### src/logic/vendor_regs_pkg.sv
// Constants, encodings and carrier types for the vendor register bank
`default_nettype none
package vendor_regs_pkg;

  // Setup packet fields
  localparam logic [7:0] TYPE_GENERIC_WRITE = 8'h41;
  localparam logic [7:0] TYPE_GENERIC_READ = 8'hC1;
  localparam logic [7:0] TYPE_DEVICE_WRITE = 8'h40;
  localparam logic [7:0] TYPE_DEVICE_READ = 8'hC0;
  localparam logic [7:0] REQUEST_REGISTER = 8'h00;
  localparam logic [15:0] LENGTH_READ = 16'h0002;
  localparam logic [15:0] LENGTH_NONE = 16'h0000;
  localparam logic [7:0] CHANNEL_FIRST = 8'h00;
  localparam logic [7:0] CHANNEL_SECOND = 8'h02;
  localparam logic [15:0] INDEX_REVISION = 16'h0260;
  localparam logic [15:0] INDEX_LINK_STATUS = 16'h0262;

  // Register addresses, low index byte
  localparam logic [7:0] ADDR_PORT_ENABLE = 8'h00;
  localparam logic [7:0] ADDR_HANDSHAKE = 8'h06;
  localparam logic [7:0] ADDR_RESUME_CHAR = 8'h07;
  localparam logic [7:0] ADDR_PAUSE_CHAR = 8'h08;
  localparam logic [7:0] ADDR_LINE_ERRORS = 8'h09;
  localparam logic [7:0] ADDR_BREAK_LENGTH = 8'h0A;
  localparam logic [7:0] ADDR_XCVR_DELAY = 8'h0B;
  localparam logic [7:0] ADDR_PIN_FUNCTION = 8'h0C;
  localparam logic [7:0] ADDR_PIN_DIRECTION = 8'h0D;
  localparam logic [7:0] ADDR_PIN_SET = 8'h0E;
  localparam logic [7:0] ADDR_PIN_CLEAR = 8'h0F;
  localparam logic [7:0] ADDR_PIN_LEVEL = 8'h10;
  localparam logic [7:0] ADDR_EVENT_MASK = 8'h11;
  localparam logic [7:0] ADDR_CUSTOM_EVENT = 8'h12;
  localparam int NUM_SLOTS = 19;

  // Implemented bits; everything else is reserved and reads zero
  localparam logic [15:0] MASK_PORT_ENABLE = 16'h0003;
  localparam logic [15:0] MASK_HANDSHAKE = 16'h000F;
  localparam logic [15:0] MASK_CHAR = 16'h00FF;
  localparam logic [15:0] MASK_LINE_ERRORS = 16'h00F8;
  localparam logic [15:0] MASK_FULL = 16'hFFFF;
  localparam logic [15:0] MASK_XCVR_DELAY = 16'h000F;
  localparam logic [15:0] MASK_PINS = 16'h03FF;
  localparam logic [15:0] MASK_PIN_LEVEL = 16'h0FFF;
  localparam logic [15:0] MASK_EVENT = 16'h07FF;
  localparam logic [15:0] MASK_CUSTOM_EVENT = 16'h0003;
  localparam logic [15:0] MASK_LINK_STATUS = 16'h3F3F;
  localparam logic [15:0] RESET_VALUE = 16'h0000;

  typedef enum logic [2:0] {
    KIND_NONE = 3'b000,
    KIND_RW = 3'b001,
    KIND_RC = 3'b010,
    KIND_W1S = 3'b011,
    KIND_W1C = 3'b100,
    KIND_RO = 3'b101
  } slot_kind_t;

  typedef enum logic [1:0] {
    ST_IDLE = 2'b00,
    ST_SEND_LOW = 2'b01,
    ST_SEND_HIGH = 2'b10
  } send_state_t;

  typedef struct packed {
    logic [7:0] request_type;
    logic [7:0] request;
    logic [15:0] value;
    logic [15:0] index;
    logic [15:0] length;
  } setup_t;

  typedef struct packed {
    logic [15:0] port_enable;
    logic [15:0] handshake;
    logic [15:0] resume_char;
    logic [15:0] pause_char;
    logic [15:0] break_length;
    logic [15:0] xcvr_delay;
    logic [15:0] pin_function;
    logic [15:0] pin_direction;
    logic [15:0] pin_out;
    logic [15:0] event_mask;
    logic [15:0] custom_event;
  } chan_cfg_t;

endpackage : vendor_regs_pkg
`default_nettype wire

### src/logic/usb_vendor_register_access.sv
// Vendor control-request decoder and two-channel register bank
`timescale 1ns/100ps
`default_nettype none

module usb_vendor_register_access #(
  parameter int CHANNELS = 2,
  parameter logic [15:0] SILICON_REVISION = 16'h0001 // Arbitrary value
) (
  input wire logic clock,
  input wire logic rstn,
  input wire logic setup_valid,
  input wire vendor_regs_pkg::setup_t setup,
  output logic in_valid,
  input wire logic in_ready,
  output logic [7:0] in_data,
  output logic in_last,
  output logic req_ack,
  output logic req_stall,
  output logic order_violation,
  input wire logic [CHANNELS-1:0][15:0] line_error_event,
  input wire logic [CHANNELS-1:0][15:0] pin_level_in,
  output vendor_regs_pkg::chan_cfg_t [CHANNELS-1:0] chan_cfg,
  output logic [15:0] link_status
);

  ////////////////////////////////////////////////////////////////////////////
  // Address decoding

  function automatic vendor_regs_pkg::slot_kind_t slot_kind(input logic [7:0] addr);
    case (addr)
      vendor_regs_pkg::ADDR_PORT_ENABLE, vendor_regs_pkg::ADDR_HANDSHAKE,
      vendor_regs_pkg::ADDR_RESUME_CHAR, vendor_regs_pkg::ADDR_PAUSE_CHAR,
      vendor_regs_pkg::ADDR_BREAK_LENGTH, vendor_regs_pkg::ADDR_XCVR_DELAY,
      vendor_regs_pkg::ADDR_PIN_FUNCTION, vendor_regs_pkg::ADDR_PIN_DIRECTION,
      vendor_regs_pkg::ADDR_EVENT_MASK,
      vendor_regs_pkg::ADDR_CUSTOM_EVENT: slot_kind = vendor_regs_pkg::KIND_RW;
      vendor_regs_pkg::ADDR_LINE_ERRORS: slot_kind = vendor_regs_pkg::KIND_RC;
      vendor_regs_pkg::ADDR_PIN_SET: slot_kind = vendor_regs_pkg::KIND_W1S;
      vendor_regs_pkg::ADDR_PIN_CLEAR: slot_kind = vendor_regs_pkg::KIND_W1C;
      vendor_regs_pkg::ADDR_PIN_LEVEL: slot_kind = vendor_regs_pkg::KIND_RO;
      default: slot_kind = vendor_regs_pkg::KIND_NONE;
    endcase
  endfunction : slot_kind

  function automatic logic [15:0] slot_mask(input logic [7:0] addr);
    case (addr)
      vendor_regs_pkg::ADDR_PORT_ENABLE: slot_mask = vendor_regs_pkg::MASK_PORT_ENABLE;
      vendor_regs_pkg::ADDR_HANDSHAKE: slot_mask = vendor_regs_pkg::MASK_HANDSHAKE;
      vendor_regs_pkg::ADDR_RESUME_CHAR: slot_mask = vendor_regs_pkg::MASK_CHAR;
      vendor_regs_pkg::ADDR_PAUSE_CHAR: slot_mask = vendor_regs_pkg::MASK_CHAR;
      vendor_regs_pkg::ADDR_LINE_ERRORS: slot_mask = vendor_regs_pkg::MASK_LINE_ERRORS;
      vendor_regs_pkg::ADDR_BREAK_LENGTH: slot_mask = vendor_regs_pkg::MASK_FULL;
      vendor_regs_pkg::ADDR_XCVR_DELAY: slot_mask = vendor_regs_pkg::MASK_XCVR_DELAY;
      vendor_regs_pkg::ADDR_PIN_FUNCTION: slot_mask = vendor_regs_pkg::MASK_PINS;
      vendor_regs_pkg::ADDR_PIN_DIRECTION: slot_mask = vendor_regs_pkg::MASK_PINS;
      vendor_regs_pkg::ADDR_PIN_SET: slot_mask = vendor_regs_pkg::MASK_PINS;
      vendor_regs_pkg::ADDR_PIN_CLEAR: slot_mask = vendor_regs_pkg::MASK_PINS;
      vendor_regs_pkg::ADDR_PIN_LEVEL: slot_mask = vendor_regs_pkg::MASK_PIN_LEVEL;
      vendor_regs_pkg::ADDR_EVENT_MASK: slot_mask = vendor_regs_pkg::MASK_EVENT;
      vendor_regs_pkg::ADDR_CUSTOM_EVENT: slot_mask = vendor_regs_pkg::MASK_CUSTOM_EVENT;
      default: slot_mask = 16'h0000;
    endcase
  endfunction : slot_mask

  ////////////////////////////////////////////////////////////////////////////
  // Request decode

  logic [7:0] addr;
  logic [7:0] chan_byte;
  logic chan_ok;
  logic chan_sel;
  vendor_regs_pkg::slot_kind_t kind;
  logic [15:0] wmask;
  logic generic_write;
  logic generic_read;
  logic revision_read;
  logic link_write;
  logic link_read;
  logic exempt;

  always_comb begin
    addr = setup.index[7:0];
    chan_byte = setup.index[15:8];
    chan_ok = (chan_byte == vendor_regs_pkg::CHANNEL_FIRST) ||
              (chan_byte == vendor_regs_pkg::CHANNEL_SECOND);
    chan_sel = (chan_byte == vendor_regs_pkg::CHANNEL_SECOND);
    kind = slot_kind(addr);
    wmask = slot_mask(addr);
    generic_write = setup_valid && chan_ok &&
                    setup.request_type == vendor_regs_pkg::TYPE_GENERIC_WRITE &&
                    setup.request == vendor_regs_pkg::REQUEST_REGISTER &&
                    setup.length == vendor_regs_pkg::LENGTH_NONE &&
                    kind != vendor_regs_pkg::KIND_NONE && kind != vendor_regs_pkg::KIND_RO;
    generic_read = setup_valid && chan_ok &&
                   setup.request_type == vendor_regs_pkg::TYPE_GENERIC_READ &&
                   setup.request == vendor_regs_pkg::REQUEST_REGISTER &&
                   setup.length == vendor_regs_pkg::LENGTH_READ &&
                   (kind == vendor_regs_pkg::KIND_RW || kind == vendor_regs_pkg::KIND_RC ||
                    kind == vendor_regs_pkg::KIND_RO);
    revision_read = setup_valid &&
                    setup.request_type == vendor_regs_pkg::TYPE_DEVICE_READ &&
                    setup.request == vendor_regs_pkg::REQUEST_REGISTER &&
                    setup.index == vendor_regs_pkg::INDEX_REVISION &&
                    setup.length == vendor_regs_pkg::LENGTH_READ;
    link_read = setup_valid &&
                setup.request_type == vendor_regs_pkg::TYPE_DEVICE_READ &&
                setup.request == vendor_regs_pkg::REQUEST_REGISTER &&
                setup.index == vendor_regs_pkg::INDEX_LINK_STATUS &&
                setup.length == vendor_regs_pkg::LENGTH_READ;
    link_write = setup_valid &&
                 setup.request_type == vendor_regs_pkg::TYPE_DEVICE_WRITE &&
                 setup.request == vendor_regs_pkg::REQUEST_REGISTER &&
                 setup.index == vendor_regs_pkg::INDEX_LINK_STATUS &&
                 setup.length == vendor_regs_pkg::LENGTH_NONE;
    exempt = kind == vendor_regs_pkg::KIND_RC || kind == vendor_regs_pkg::KIND_W1S ||
             kind == vendor_regs_pkg::KIND_W1C ||
             addr == vendor_regs_pkg::ADDR_BREAK_LENGTH;
  end

  ////////////////////////////////////////////////////////////////////////////
  // Register bank

  logic [15:0] bank_q [CHANNELS][vendor_regs_pkg::NUM_SLOTS];
  logic [15:0] bank_d [CHANNELS][vendor_regs_pkg::NUM_SLOTS];
  logic [15:0] link_q;
  logic [15:0] link_d;
  logic [15:0] read_word;
  logic violation_d;

  always_comb begin
    bank_d = bank_q;
    link_d = link_q;
    read_word = 16'h0000;
    violation_d = 1'b0;
    // Read value is captured before any clear-on-read takes effect
    if (generic_read) begin
      if (kind == vendor_regs_pkg::KIND_RO) begin
        read_word = pin_level_in[chan_sel] & wmask;
      end else begin
        read_word = bank_q[chan_sel][addr[4:0]] & wmask;
      end
    end else if (revision_read) begin
      read_word = SILICON_REVISION;
    end else if (link_read) begin
      read_word = link_q;
    end
    if (generic_write) begin
      case (kind)
        vendor_regs_pkg::KIND_RW: begin
          bank_d[chan_sel][addr[4:0]] = setup.value & wmask;
        end
        vendor_regs_pkg::KIND_RC: begin
          bank_d[chan_sel][addr[4:0]] = bank_q[chan_sel][addr[4:0]] & ~(setup.value & wmask);
        end
        vendor_regs_pkg::KIND_W1S: begin
          bank_d[chan_sel][vendor_regs_pkg::ADDR_PIN_SET[4:0]] =
            bank_q[chan_sel][vendor_regs_pkg::ADDR_PIN_SET[4:0]] | (setup.value & wmask);
        end
        vendor_regs_pkg::KIND_W1C: begin
          // Set and clear strobes share one output latch kept in the set slot
          bank_d[chan_sel][vendor_regs_pkg::ADDR_PIN_SET[4:0]] =
            bank_q[chan_sel][vendor_regs_pkg::ADDR_PIN_SET[4:0]] & ~(setup.value & wmask);
        end
        default: begin
        end
      endcase
      // Ordinary write while the port runs is still stored but flagged
      violation_d = !exempt &&
                    addr != vendor_regs_pkg::ADDR_PORT_ENABLE &&
                    bank_q[chan_sel][vendor_regs_pkg::ADDR_PORT_ENABLE[4:0]] != 16'h0000;
    end
    if (generic_read && kind == vendor_regs_pkg::KIND_RC) begin
      bank_d[chan_sel][addr[4:0]] = 16'h0000;
    end
    // Line error events win over any clear in the same cycle
    for (int c = 0; c < CHANNELS; c++) begin
      bank_d[c][vendor_regs_pkg::ADDR_LINE_ERRORS[4:0]] =
        bank_d[c][vendor_regs_pkg::ADDR_LINE_ERRORS[4:0]] |
        (line_error_event[c] & vendor_regs_pkg::MASK_LINE_ERRORS);
    end
    if (link_write) begin
      link_d = setup.value & vendor_regs_pkg::MASK_LINK_STATUS;
    end
  end

  always_ff @(posedge clock or negedge rstn) begin
    if (!rstn) begin
      for (int c = 0; c < CHANNELS; c++) begin
        for (int s = 0; s < vendor_regs_pkg::NUM_SLOTS; s++) begin
          bank_q[c][s] <= vendor_regs_pkg::RESET_VALUE;
        end
      end
      link_q <= vendor_regs_pkg::RESET_VALUE;
    end else begin
      bank_q <= bank_d;
      link_q <= link_d;
    end
  end

  ////////////////////////////////////////////////////////////////////////////
  // Data stage and status handshake

  vendor_regs_pkg::send_state_t state_q;
  vendor_regs_pkg::send_state_t state_d;
  logic [15:0] word_q;
  logic [15:0] word_d;
  logic [7:0] byte_q;
  logic [7:0] byte_d;
  logic ack_q;
  logic ack_d;
  logic stall_q;
  logic stall_d;
  logic violation_q;
  logic any_read;

  always_comb begin
    any_read = generic_read || revision_read || link_read;
    state_d = state_q;
    word_d = word_q;
    byte_d = byte_q;
    ack_d = 1'b0;
    stall_d = 1'b0;
    // A new setup aborts any data stage still in progress
    if (setup_valid) begin
      if (any_read) begin
        state_d = vendor_regs_pkg::ST_SEND_LOW;
        word_d = read_word;
        byte_d = read_word[7:0];
      end else begin
        state_d = vendor_regs_pkg::ST_IDLE;
        ack_d = generic_write || link_write;
        stall_d = !(generic_write || link_write);
      end
    end else begin
      case (state_q)
        vendor_regs_pkg::ST_IDLE: begin
        end
        vendor_regs_pkg::ST_SEND_LOW: begin
          if (in_ready) begin
            state_d = vendor_regs_pkg::ST_SEND_HIGH;
            byte_d = word_q[15:8];
          end
        end
        vendor_regs_pkg::ST_SEND_HIGH: begin
          if (in_ready) begin
            state_d = vendor_regs_pkg::ST_IDLE;
            ack_d = 1'b1;
          end
        end
        default: begin
          state_d = vendor_regs_pkg::ST_IDLE;
        end
      endcase
    end
  end

  always_ff @(posedge clock or negedge rstn) begin
    if (!rstn) begin
      state_q <= vendor_regs_pkg::ST_IDLE;
      word_q <= 16'h0000;
      byte_q <= 8'h00;
      ack_q <= 1'b0;
      stall_q <= 1'b0;
      violation_q <= 1'b0;
    end else begin
      state_q <= state_d;
      word_q <= word_d;
      byte_q <= byte_d;
      ack_q <= ack_d;
      stall_q <= stall_d;
      violation_q <= violation_d;
    end
  end

  assign in_valid = (state_q == vendor_regs_pkg::ST_SEND_LOW) ||
                    (state_q == vendor_regs_pkg::ST_SEND_HIGH);
  assign in_last = (state_q == vendor_regs_pkg::ST_SEND_HIGH);
  assign in_data = byte_q;
  assign req_ack = ack_q;
  assign req_stall = stall_q;
  assign order_violation = violation_q;
  assign link_status = link_q;

  ////////////////////////////////////////////////////////////////////////////
  // Configuration seen by the serial channels

  for (genvar c = 0; c < CHANNELS; c++) begin : g_cfg
    assign chan_cfg[c].port_enable = bank_q[c][vendor_regs_pkg::ADDR_PORT_ENABLE[4:0]];
    assign chan_cfg[c].handshake = bank_q[c][vendor_regs_pkg::ADDR_HANDSHAKE[4:0]];
    assign chan_cfg[c].resume_char = bank_q[c][vendor_regs_pkg::ADDR_RESUME_CHAR[4:0]];
    assign chan_cfg[c].pause_char = bank_q[c][vendor_regs_pkg::ADDR_PAUSE_CHAR[4:0]];
    assign chan_cfg[c].break_length = bank_q[c][vendor_regs_pkg::ADDR_BREAK_LENGTH[4:0]];
    assign chan_cfg[c].xcvr_delay = bank_q[c][vendor_regs_pkg::ADDR_XCVR_DELAY[4:0]];
    assign chan_cfg[c].pin_function = bank_q[c][vendor_regs_pkg::ADDR_PIN_FUNCTION[4:0]];
    assign chan_cfg[c].pin_direction = bank_q[c][vendor_regs_pkg::ADDR_PIN_DIRECTION[4:0]];
    assign chan_cfg[c].pin_out = bank_q[c][vendor_regs_pkg::ADDR_PIN_SET[4:0]];
    assign chan_cfg[c].event_mask = bank_q[c][vendor_regs_pkg::ADDR_EVENT_MASK[4:0]];
    assign chan_cfg[c].custom_event = bank_q[c][vendor_regs_pkg::ADDR_CUSTOM_EVENT[4:0]];
  end

endmodule : usb_vendor_register_access
`default_nettype wire

### config.mk
export PLATFORM = sky130hd
export DESIGN_NAME = usb_vendor_register_access
export DESIGN_NICKNAME = d
export VERILOG_FILES = /design/src/logic/vendor_regs_pkg.sv /design/src/logic/usb_vendor_register_access.sv
export SDC_FILE = /design/constraint.sdc
export NUM_CORES = 1
export LEC_CHECK = 0
export BUFFER_PORTS_ARGS = -buffer_cell sky130_fd_sc_hd__buf_2
export CORE_MARGIN = 2
export CORE_UTILIZATION = 29
export CTS_CLUSTER_DIAMETER = 40
export DETAILED_ROUTE_END_ITERATION = 8
export PLACE_DENSITY = 0.52
export SYNTH_ARGS = -nofsm -noshare
export SYNTH_HDL_FRONTEND = slang
export SYNTH_SLANG_ARGS = --single-unit
### constraint.sdc
create_clock -name clock -period 2.8 [get_ports clock]
set_clock_uncertainty 0.15 [all_clocks]
set_input_delay 0.56 -clock clock [delete_from_list [all_inputs] [get_ports clock]]
set_output_delay 0.56 -clock clock [all_outputs]
set_load 0.03 [all_outputs]
# [Word-level counts from Yosys, hierarchy flattened]
# Memory sizes are Yosys's and may differ from the RTL's.
# Cells that the tools add are included.
[op_classes] n_eq_ne=21 muxes=43 bitwise=13 n_lt_le_gt_ge=5 reduce_logical=50
[ops] cell="608-bit bitwise mux" count=4
[ops] cell="608-bit case mux with 4 select lines" count=1
[ops] cell="304-bit 2-to-1 mux" count=4
[ops] cell="608-bit 2-to-1 mux" count=2
[ops] cell="608-bit AND" count=1
[ops] cell="304-bit demux with 1-bit select" count=2
[ops] cell="608-bit inverter" count=1
[ops] cell="16-bit 2-to-1 mux" count=8
[ops] cell="16-bit AND" count=5
[ops] cell="16-bit binary-select mux with 5-bit select" count=1
[ops] cell="16-bit demux with 5-bit select" count=1
[ops] cell="80-bit 2-to-1 mux" count=1
[ops] cell="16-bit by 10-bit == test with 1-bit output, second input constant" count=2
[ops] cell="8-bit 2-to-1 mux" count=4
[ops] cell="16-bit by 8-bit bitwise OR with 16-bit output" count=2
[ops] cell="14-bit 2-to-1 mux" count=2
[ops] cell="1-bit logical AND" count=25
[ops] cell="16-bit by 2-bit == test with 1-bit output, second input constant" count=1
[ops] cell="8-bit by 7-bit == test with 1-bit output, second input constant" count=2
[ops] cell="8-bit == test, second input constant" count=2
[ops] cell="16-bit zero test" count=1
[ops] cell="8-bit zero test" count=2
[ops] cell="16-bit inverter" count=1
[ops] cell="16-bit bitwise OR" count=1
[ops] cell="other kinds (31)" count=56
[totals] mem_bits_ro=608 wordCells=179 reg_bits=649 memories=2
[memory_table] name="(no name shown)" words=32 word_bits=16 read_ports=1 rd_clocked_by_memory_dff=0 wr=0 line="usb_vendor_register_access.sv:46" text="case (addr)"
[memory_table] name="(no name shown)" words=32 word_bits=3 read_ports=1 rd_clocked_by_memory_dff=0 wr=0 line="usb_vendor_register_access.sv:30" text="case (addr)"

# [Logic depth before layout (Yosys ltp)]
[logic_depth] word_depth=15 depth_mapped=13 mapped_depth_nobuf=7

# [Worst setup path after synthesis]
# OpenSTA, ideal clock, no wires.
[synth_timing] kind="input-to-reg" from="input setup[6] (netlist name)" to="register bank_q, in the netlist chan_cfg[266]" t_arrival_ns=2.650 required_ns=2.533 path_buffers=1 slack_ns=-0.117 setup_time_ns=0.117 cell_stages=7 path_cell_list="nor4b_1 nand4_1 nor4_4 nand3_4 or4_4 buf_6 and2_4"
[synth_lines] element="from (decl)" line="usb_vendor_register_access.sv:12" text="input wire vendor_regs_pkg::setup_t setup,"
[synth_lines] element="to (signal, indexed assignment)" line="usb_vendor_register_access.sv:190" text="bank_q[c][s] <= vendor_regs_pkg::RESET_VALUE;"
[synth_lines] element="to (signal assigned)" line="usb_vendor_register_access.sv:195" text="bank_q <= bank_d;"
[synth_lines] element="to (decl)" line="usb_vendor_register_access.sv:123" text="logic [15:0] bank_q [CHANNELS][vendor_regs_pkg::NUM_SLOTS];"

# [Worst setup path in the final report]
[layout_timing] from="input setup[30] (netlist name)" to="register byte_q[6] (netlist: in_data[6])"
[layout_between] elab_chain_cells=13 word_cells_on_any_way=34 cone_classes="eq/ne (4); mux (13); bitwise (3); reduce/logical (14)"
[layout_lines] element="8-bit by 2-bit == test with 1-bit output" line="usb_vendor_register_access.sv:85, usb_vendor_register_access.sv:86"
[layout_lines] element="1-bit inverter with 2-bit output (not written as such)" line="usb_vendor_register_access.sv:140" text="read_word = bank_q[chan_sel][addr[4:0]] & wmask;"
[layout_lines] element="304-bit 2-to-1 mux (not written as such) (3 in a row)" line="usb_vendor_register_access.sv:140"
[layout_lines] element="16-bit binary-select mux with 5-bit select" line="usb_vendor_register_access.sv:140"
[layout_lines] element="16-bit 2-to-1 mux (not written as such) (2 in a row)" line="usb_vendor_register_access.sv:140"
[layout_lines] element="16-bit AND" line="usb_vendor_register_access.sv:140"
[layout_lines] element="16-bit 2-to-1 mux" line="usb_vendor_register_access.sv:137" text="if (kind == vendor_regs_pkg::KIND_RO) begin"
[layout_lines] element="16-bit 2-to-1 mux" line="usb_vendor_register_access.sv:136" text="if (generic_read) begin"
[layout_lines] element="8-bit 2-to-1 mux" line="usb_vendor_register_access.sv:225" text="if (any_read) begin"
[layout_lines] element="8-bit 2-to-1 mux" line="usb_vendor_register_access.sv:224" text="if (setup_valid) begin"
[layout_lines] element="to (signal assigned)" line="usb_vendor_register_access.sv:268" text="byte_q <= byte_d;"
[layout_lines] element="to (decl)" line="usb_vendor_register_access.sv:207" text="logic [7:0] byte_q;"
# Several ways; a longest one is shown, not always the timed one. The select of a mux whose other input is x is not followed.
# A chain may end at the register's enable or synchronous reset.

==> metrics.md <==
| Metric | Value |
|---|---|
| FP Rows | 112 |
| FF+latch count, synth | roughly 530 |
| DIE HEIGHT | slightly above 300 um |
| Detailed Place HPWL | 97.30 mm |
| Fillers | 9443 |
| Final min period | 2831 ps |
| Post-DR vias/cell | just over 5 |
| Overall Power | 22230 uW |
| Cells on worst reg2reg path | 8 |
| Worst slew pin tran | 695.9 ps |
| Post-synthesis cell count | 2896 |
| Non-filler instance count after layout | 4684 |
| Worst slew margin | 52.41% |
| Initial drt markers | between 2000 and 2500 |
| GRT Util Overall | 25.55% |
| Pre-CTS setup slack | -1519 ps |
| Total CTS buffers | 105 |
| Fin area | 35940 um^2 |
| CP Capture Type | flop |
| Failing checks | setup timing |
| Clk root buf | clkbuf_16 |
| Mapped Area | 27300 um^2 |
| Syn. warnings | 0 |
| Synth area leaders | dfrtp_1, buf_4, nand2_1 |
| Fmax | 353.2 MHz |
| Worst Slack Setup Final | -31.44 ps |
| Layout cells sized above 1 | 37.70% |
| Yosys top cell area share | 48.50% |
| Post-route clock period utilization | 101.1% |
| Setup CP Type | in -> reg |
| Nets@finish | approximately 3500 |
| Setup Viol. Count Final | 2 |
| Pre-antenna DRT Iters | 5 |
| Mean routed wirelength per cell | 26.85 um |
| Initial Util | 29.25% |
| Vias | between 20000 and 25000 |
| Hold Crit Class | in -> reg |
| Hold Crit Depth | 2 |
| Final wirelength | 125.8 mm |
| CTS tree | done |
| Clock Pin Slew Worst Setup and Hold Paths | approximately 60 ps |
| Top-level I/O count | between 500 and 600 |
| Final Hold Viols | 0 |
| Placed insts | 4468 |
| Total congestion overflow | 0 |
| GPL Wtd Cong | 0.9841 |
| Pins Over Slew Limit | 0 |
| CORE AREA | between 90000 and 100000 um^2 |
| Pin count of the biggest net entering global routing | between 60 and 70 |
| Synth async-reset ratio | 100.0% |
| Synth Area per Inst | 9.425 um^2 |
| CTS H-Tree Depth | 3 |
| CTS Sinks | 529 |
| CP required | 3210 ps |
| Seq/Total Area, Yosys | 48.50% |
| Vias in the first global route | about 24000 |
| Number of remaining DRC errors | 0 |
| DP Area | 31960 um^2 |
| Arr. time, crit path | 3240 ps |
| Worst-path cell chain | buf_2 -> nor4_4 -> buf_12 -> buf_12 -> nand2_8 -> buf_12 -> buf_4 -> buf_4 -> nand2_1 -> nand3_1 -> a31oi_4 -> a2111oi_4 -> buf_4 -> or3_1 |
| Setup TNS | -45.15 ps |
| Area Overhead vs Synth | 31.66% |
| Startpoint class of the critical path | input pin |
| Status | finished, violations left |
| Worst-path maximum fanout | 23 |
| Peak VDD IR | ~470 uV |
| Pwr Density | 618.5 nW/um^2 |
| EDFF count, synth | 0 |
| Area leader, netlist | dfrtp_1 |
| P_leak | 0.01802 uW |
| Clock latency on the worst-skew pair | ~710 ps |
| RSZ-0062 raised after global routing | false |
| Maxcap violations | 0 |
| PortBufs | 478 |
| Crit-path slowest cell | nor4_4 |
| Post-DRT Antenna Nets | 0 |
| Clock Tree Buf Depth | 3 |
| Main synth FF type | dfrtp_1 |
| Die area | ~97000 um^2 |
| Initial antenna violation count | 6 |
| First-pass GRT wire length | 179.8 mm |
| Die X-Extent | 310.8 um |
| CP peak stage delay | 500 ps |
| Count of different cell masters after synthesis | around 90 |
[final cells by class]
class / count / area [um^2] / area share (%)
diodes: 3 / 7.507 / 0.02089
clock buffers: 116 / 2729 / 7.593
clock inverters: 84 / 978.4 / 2.723
inverters: 10 / 37.54 / 0.1044
multi-input cells: 1703 / 10330 / 28.74
flip-flops and latches: 529 / 13240 / 36.84
well taps: 1254 / 1569 / 4.366
repair buffers: 985 / 7051 / 19.62
[metrics by stage]
stage	utilization [%]	hold WS, ps
detailed placement	34.25	208.3
finish	38.51	38.81
global route	38.50	44.28
global placement	34.25	207.1
floorplan	-	114.4
CTS	38.44	8.741
[final timing paths]
path                                    start             end  slack, ps
worst max register to register  chan_cfg[227]      in_data[3]        100
worst max-delay path                setup[30]      in_data[6]        -30
worst min-delay path                setup[32]  link_status[0]         40
max in group asynchronous                rstn   chan_cfg[302]       1440
worst min register to register    bank_q[560]     bank_q[560]        220
min in group asynchronous                rstn   chan_cfg[318]        180
[sequential cells by signal, indices dropped and copies added, names as in the netlist]
signal,flops
chan_cfg,352
bank_q,144
link_status,12
in_data,8
word_q,8
state_q,2
order_violation,1
req_ack,1
req_stall,1
[cell usage in the layout, fill, tap and decap left out, types with 12 or more instances in the layout]
cell | synthesis | routed
dfrtp_1 | 529 | 528
buf_2 | 64 | 477
buf_4 | 362 | 428
nand2_1 | 308 | 307
a21oi_1 | 200 | 200
nor2_1 | 157 | 152
o21ai_0 | 139 | 139
clkbuf_16 | 0 | 105
and2_1 | 96 | 96
nand3_1 | 92 | 92
nor2b_1 | 83 | 81
a211oi_1 | 72 | 70
buf_12 | 0 | 64
a31oi_1 | 61 | 60
and3_1 | 58 | 58
nand4_1 | 30 | 30
o22ai_1 | 25 | 25
inv_6 | 0 | 25
nor3_1 | 26 | 24
mux2i_1 | 23 | 22
nor4_1 | 23 | 21
o221ai_1 | 20 | 20
mux4_2 | 19 | 19
and2_4 | 18 | 18
o21ai_1 | 17 | 17
inv_8 | 0 | 16
o211ai_1 | 15 | 15
a21o_1 | 14 | 14
nand2b_1 | 13 | 13
clkinvlp_4 | 0 | 13
o31ai_1 | 13 | 12
mux2_2 | 12 | 12
dlygate4sd3_1 | 0 | 12
[worst max-delay path, delay by kind of cell]
kind	cells	cell delay (ps)
simple gates	5	1160
buf+inv	7	1130
compound gates	2	370
[per-layer routing]
layer	vias up	track usage, %	wire [um]
met5	-	0	37
met4	6	9.596	4700
met3	241	6.965	11530
met2	1197	38.96	56040
met1	12150	34.51	53480
li1	10630	-	-
[cells in the mapped netlist, drive strengths merged, types with 14 or more instances]
| cell | number |
|---|---|
| a31oi | 62 |
| dfrtp | 529 |
| nand3 | 93 |
| o211ai | 15 |
| nand2 | 310 |
| o21ai | 158 |
| o221ai | 21 |
| a21oi | 200 |
| buf | 439 |
| o22ai | 25 |
| a21o | 14 |
| nor4 | 29 |
| and3 | 58 |
| nor3 | 31 |
| clkbuf | 218 |
| mux4 | 19 |
| nor2b | 83 |
| and2 | 116 |
| nand4 | 31 |
| a211oi | 72 |
| mux2i | 23 |
| nor2 | 161 |
[where the power goes]
part / internal (uW) / switching, uW / leakage, uW / total (uW)
Clock: 8280 / 5030 / 0.00179 / 13300
Combinational: 458 / 801 / 0.00889 / 1260
Sequential: 7660 / 2.71 / 0.00734 / 7660
[kinds of logic after synthesis]
kind of cell | after synthesis | synth area share [%]
and+or+nand+nor | 980 | 18.72
AOI/OAI and AO/OA | 661 | 15.14
DFF | 529 | 48.50
other | 1 | 0.01374
muxes | 54 | 2.906
buffers and inverters | 667 | 14.55
xor gates and xnor gates | 1 | 0.03209
adders and majority gates | 3 | 0.1375
[repair_timing]
item,4_1_cts,5_1_grt
gates resized for setup,12,11
buffers inserted,1,0
hold endpoints to repair,308,0
hold buffers,12,0
gates cloned,0,0
setup endpoints to repair,3,20
pin swaps,4,2
(Power assumes the default switching activity.)
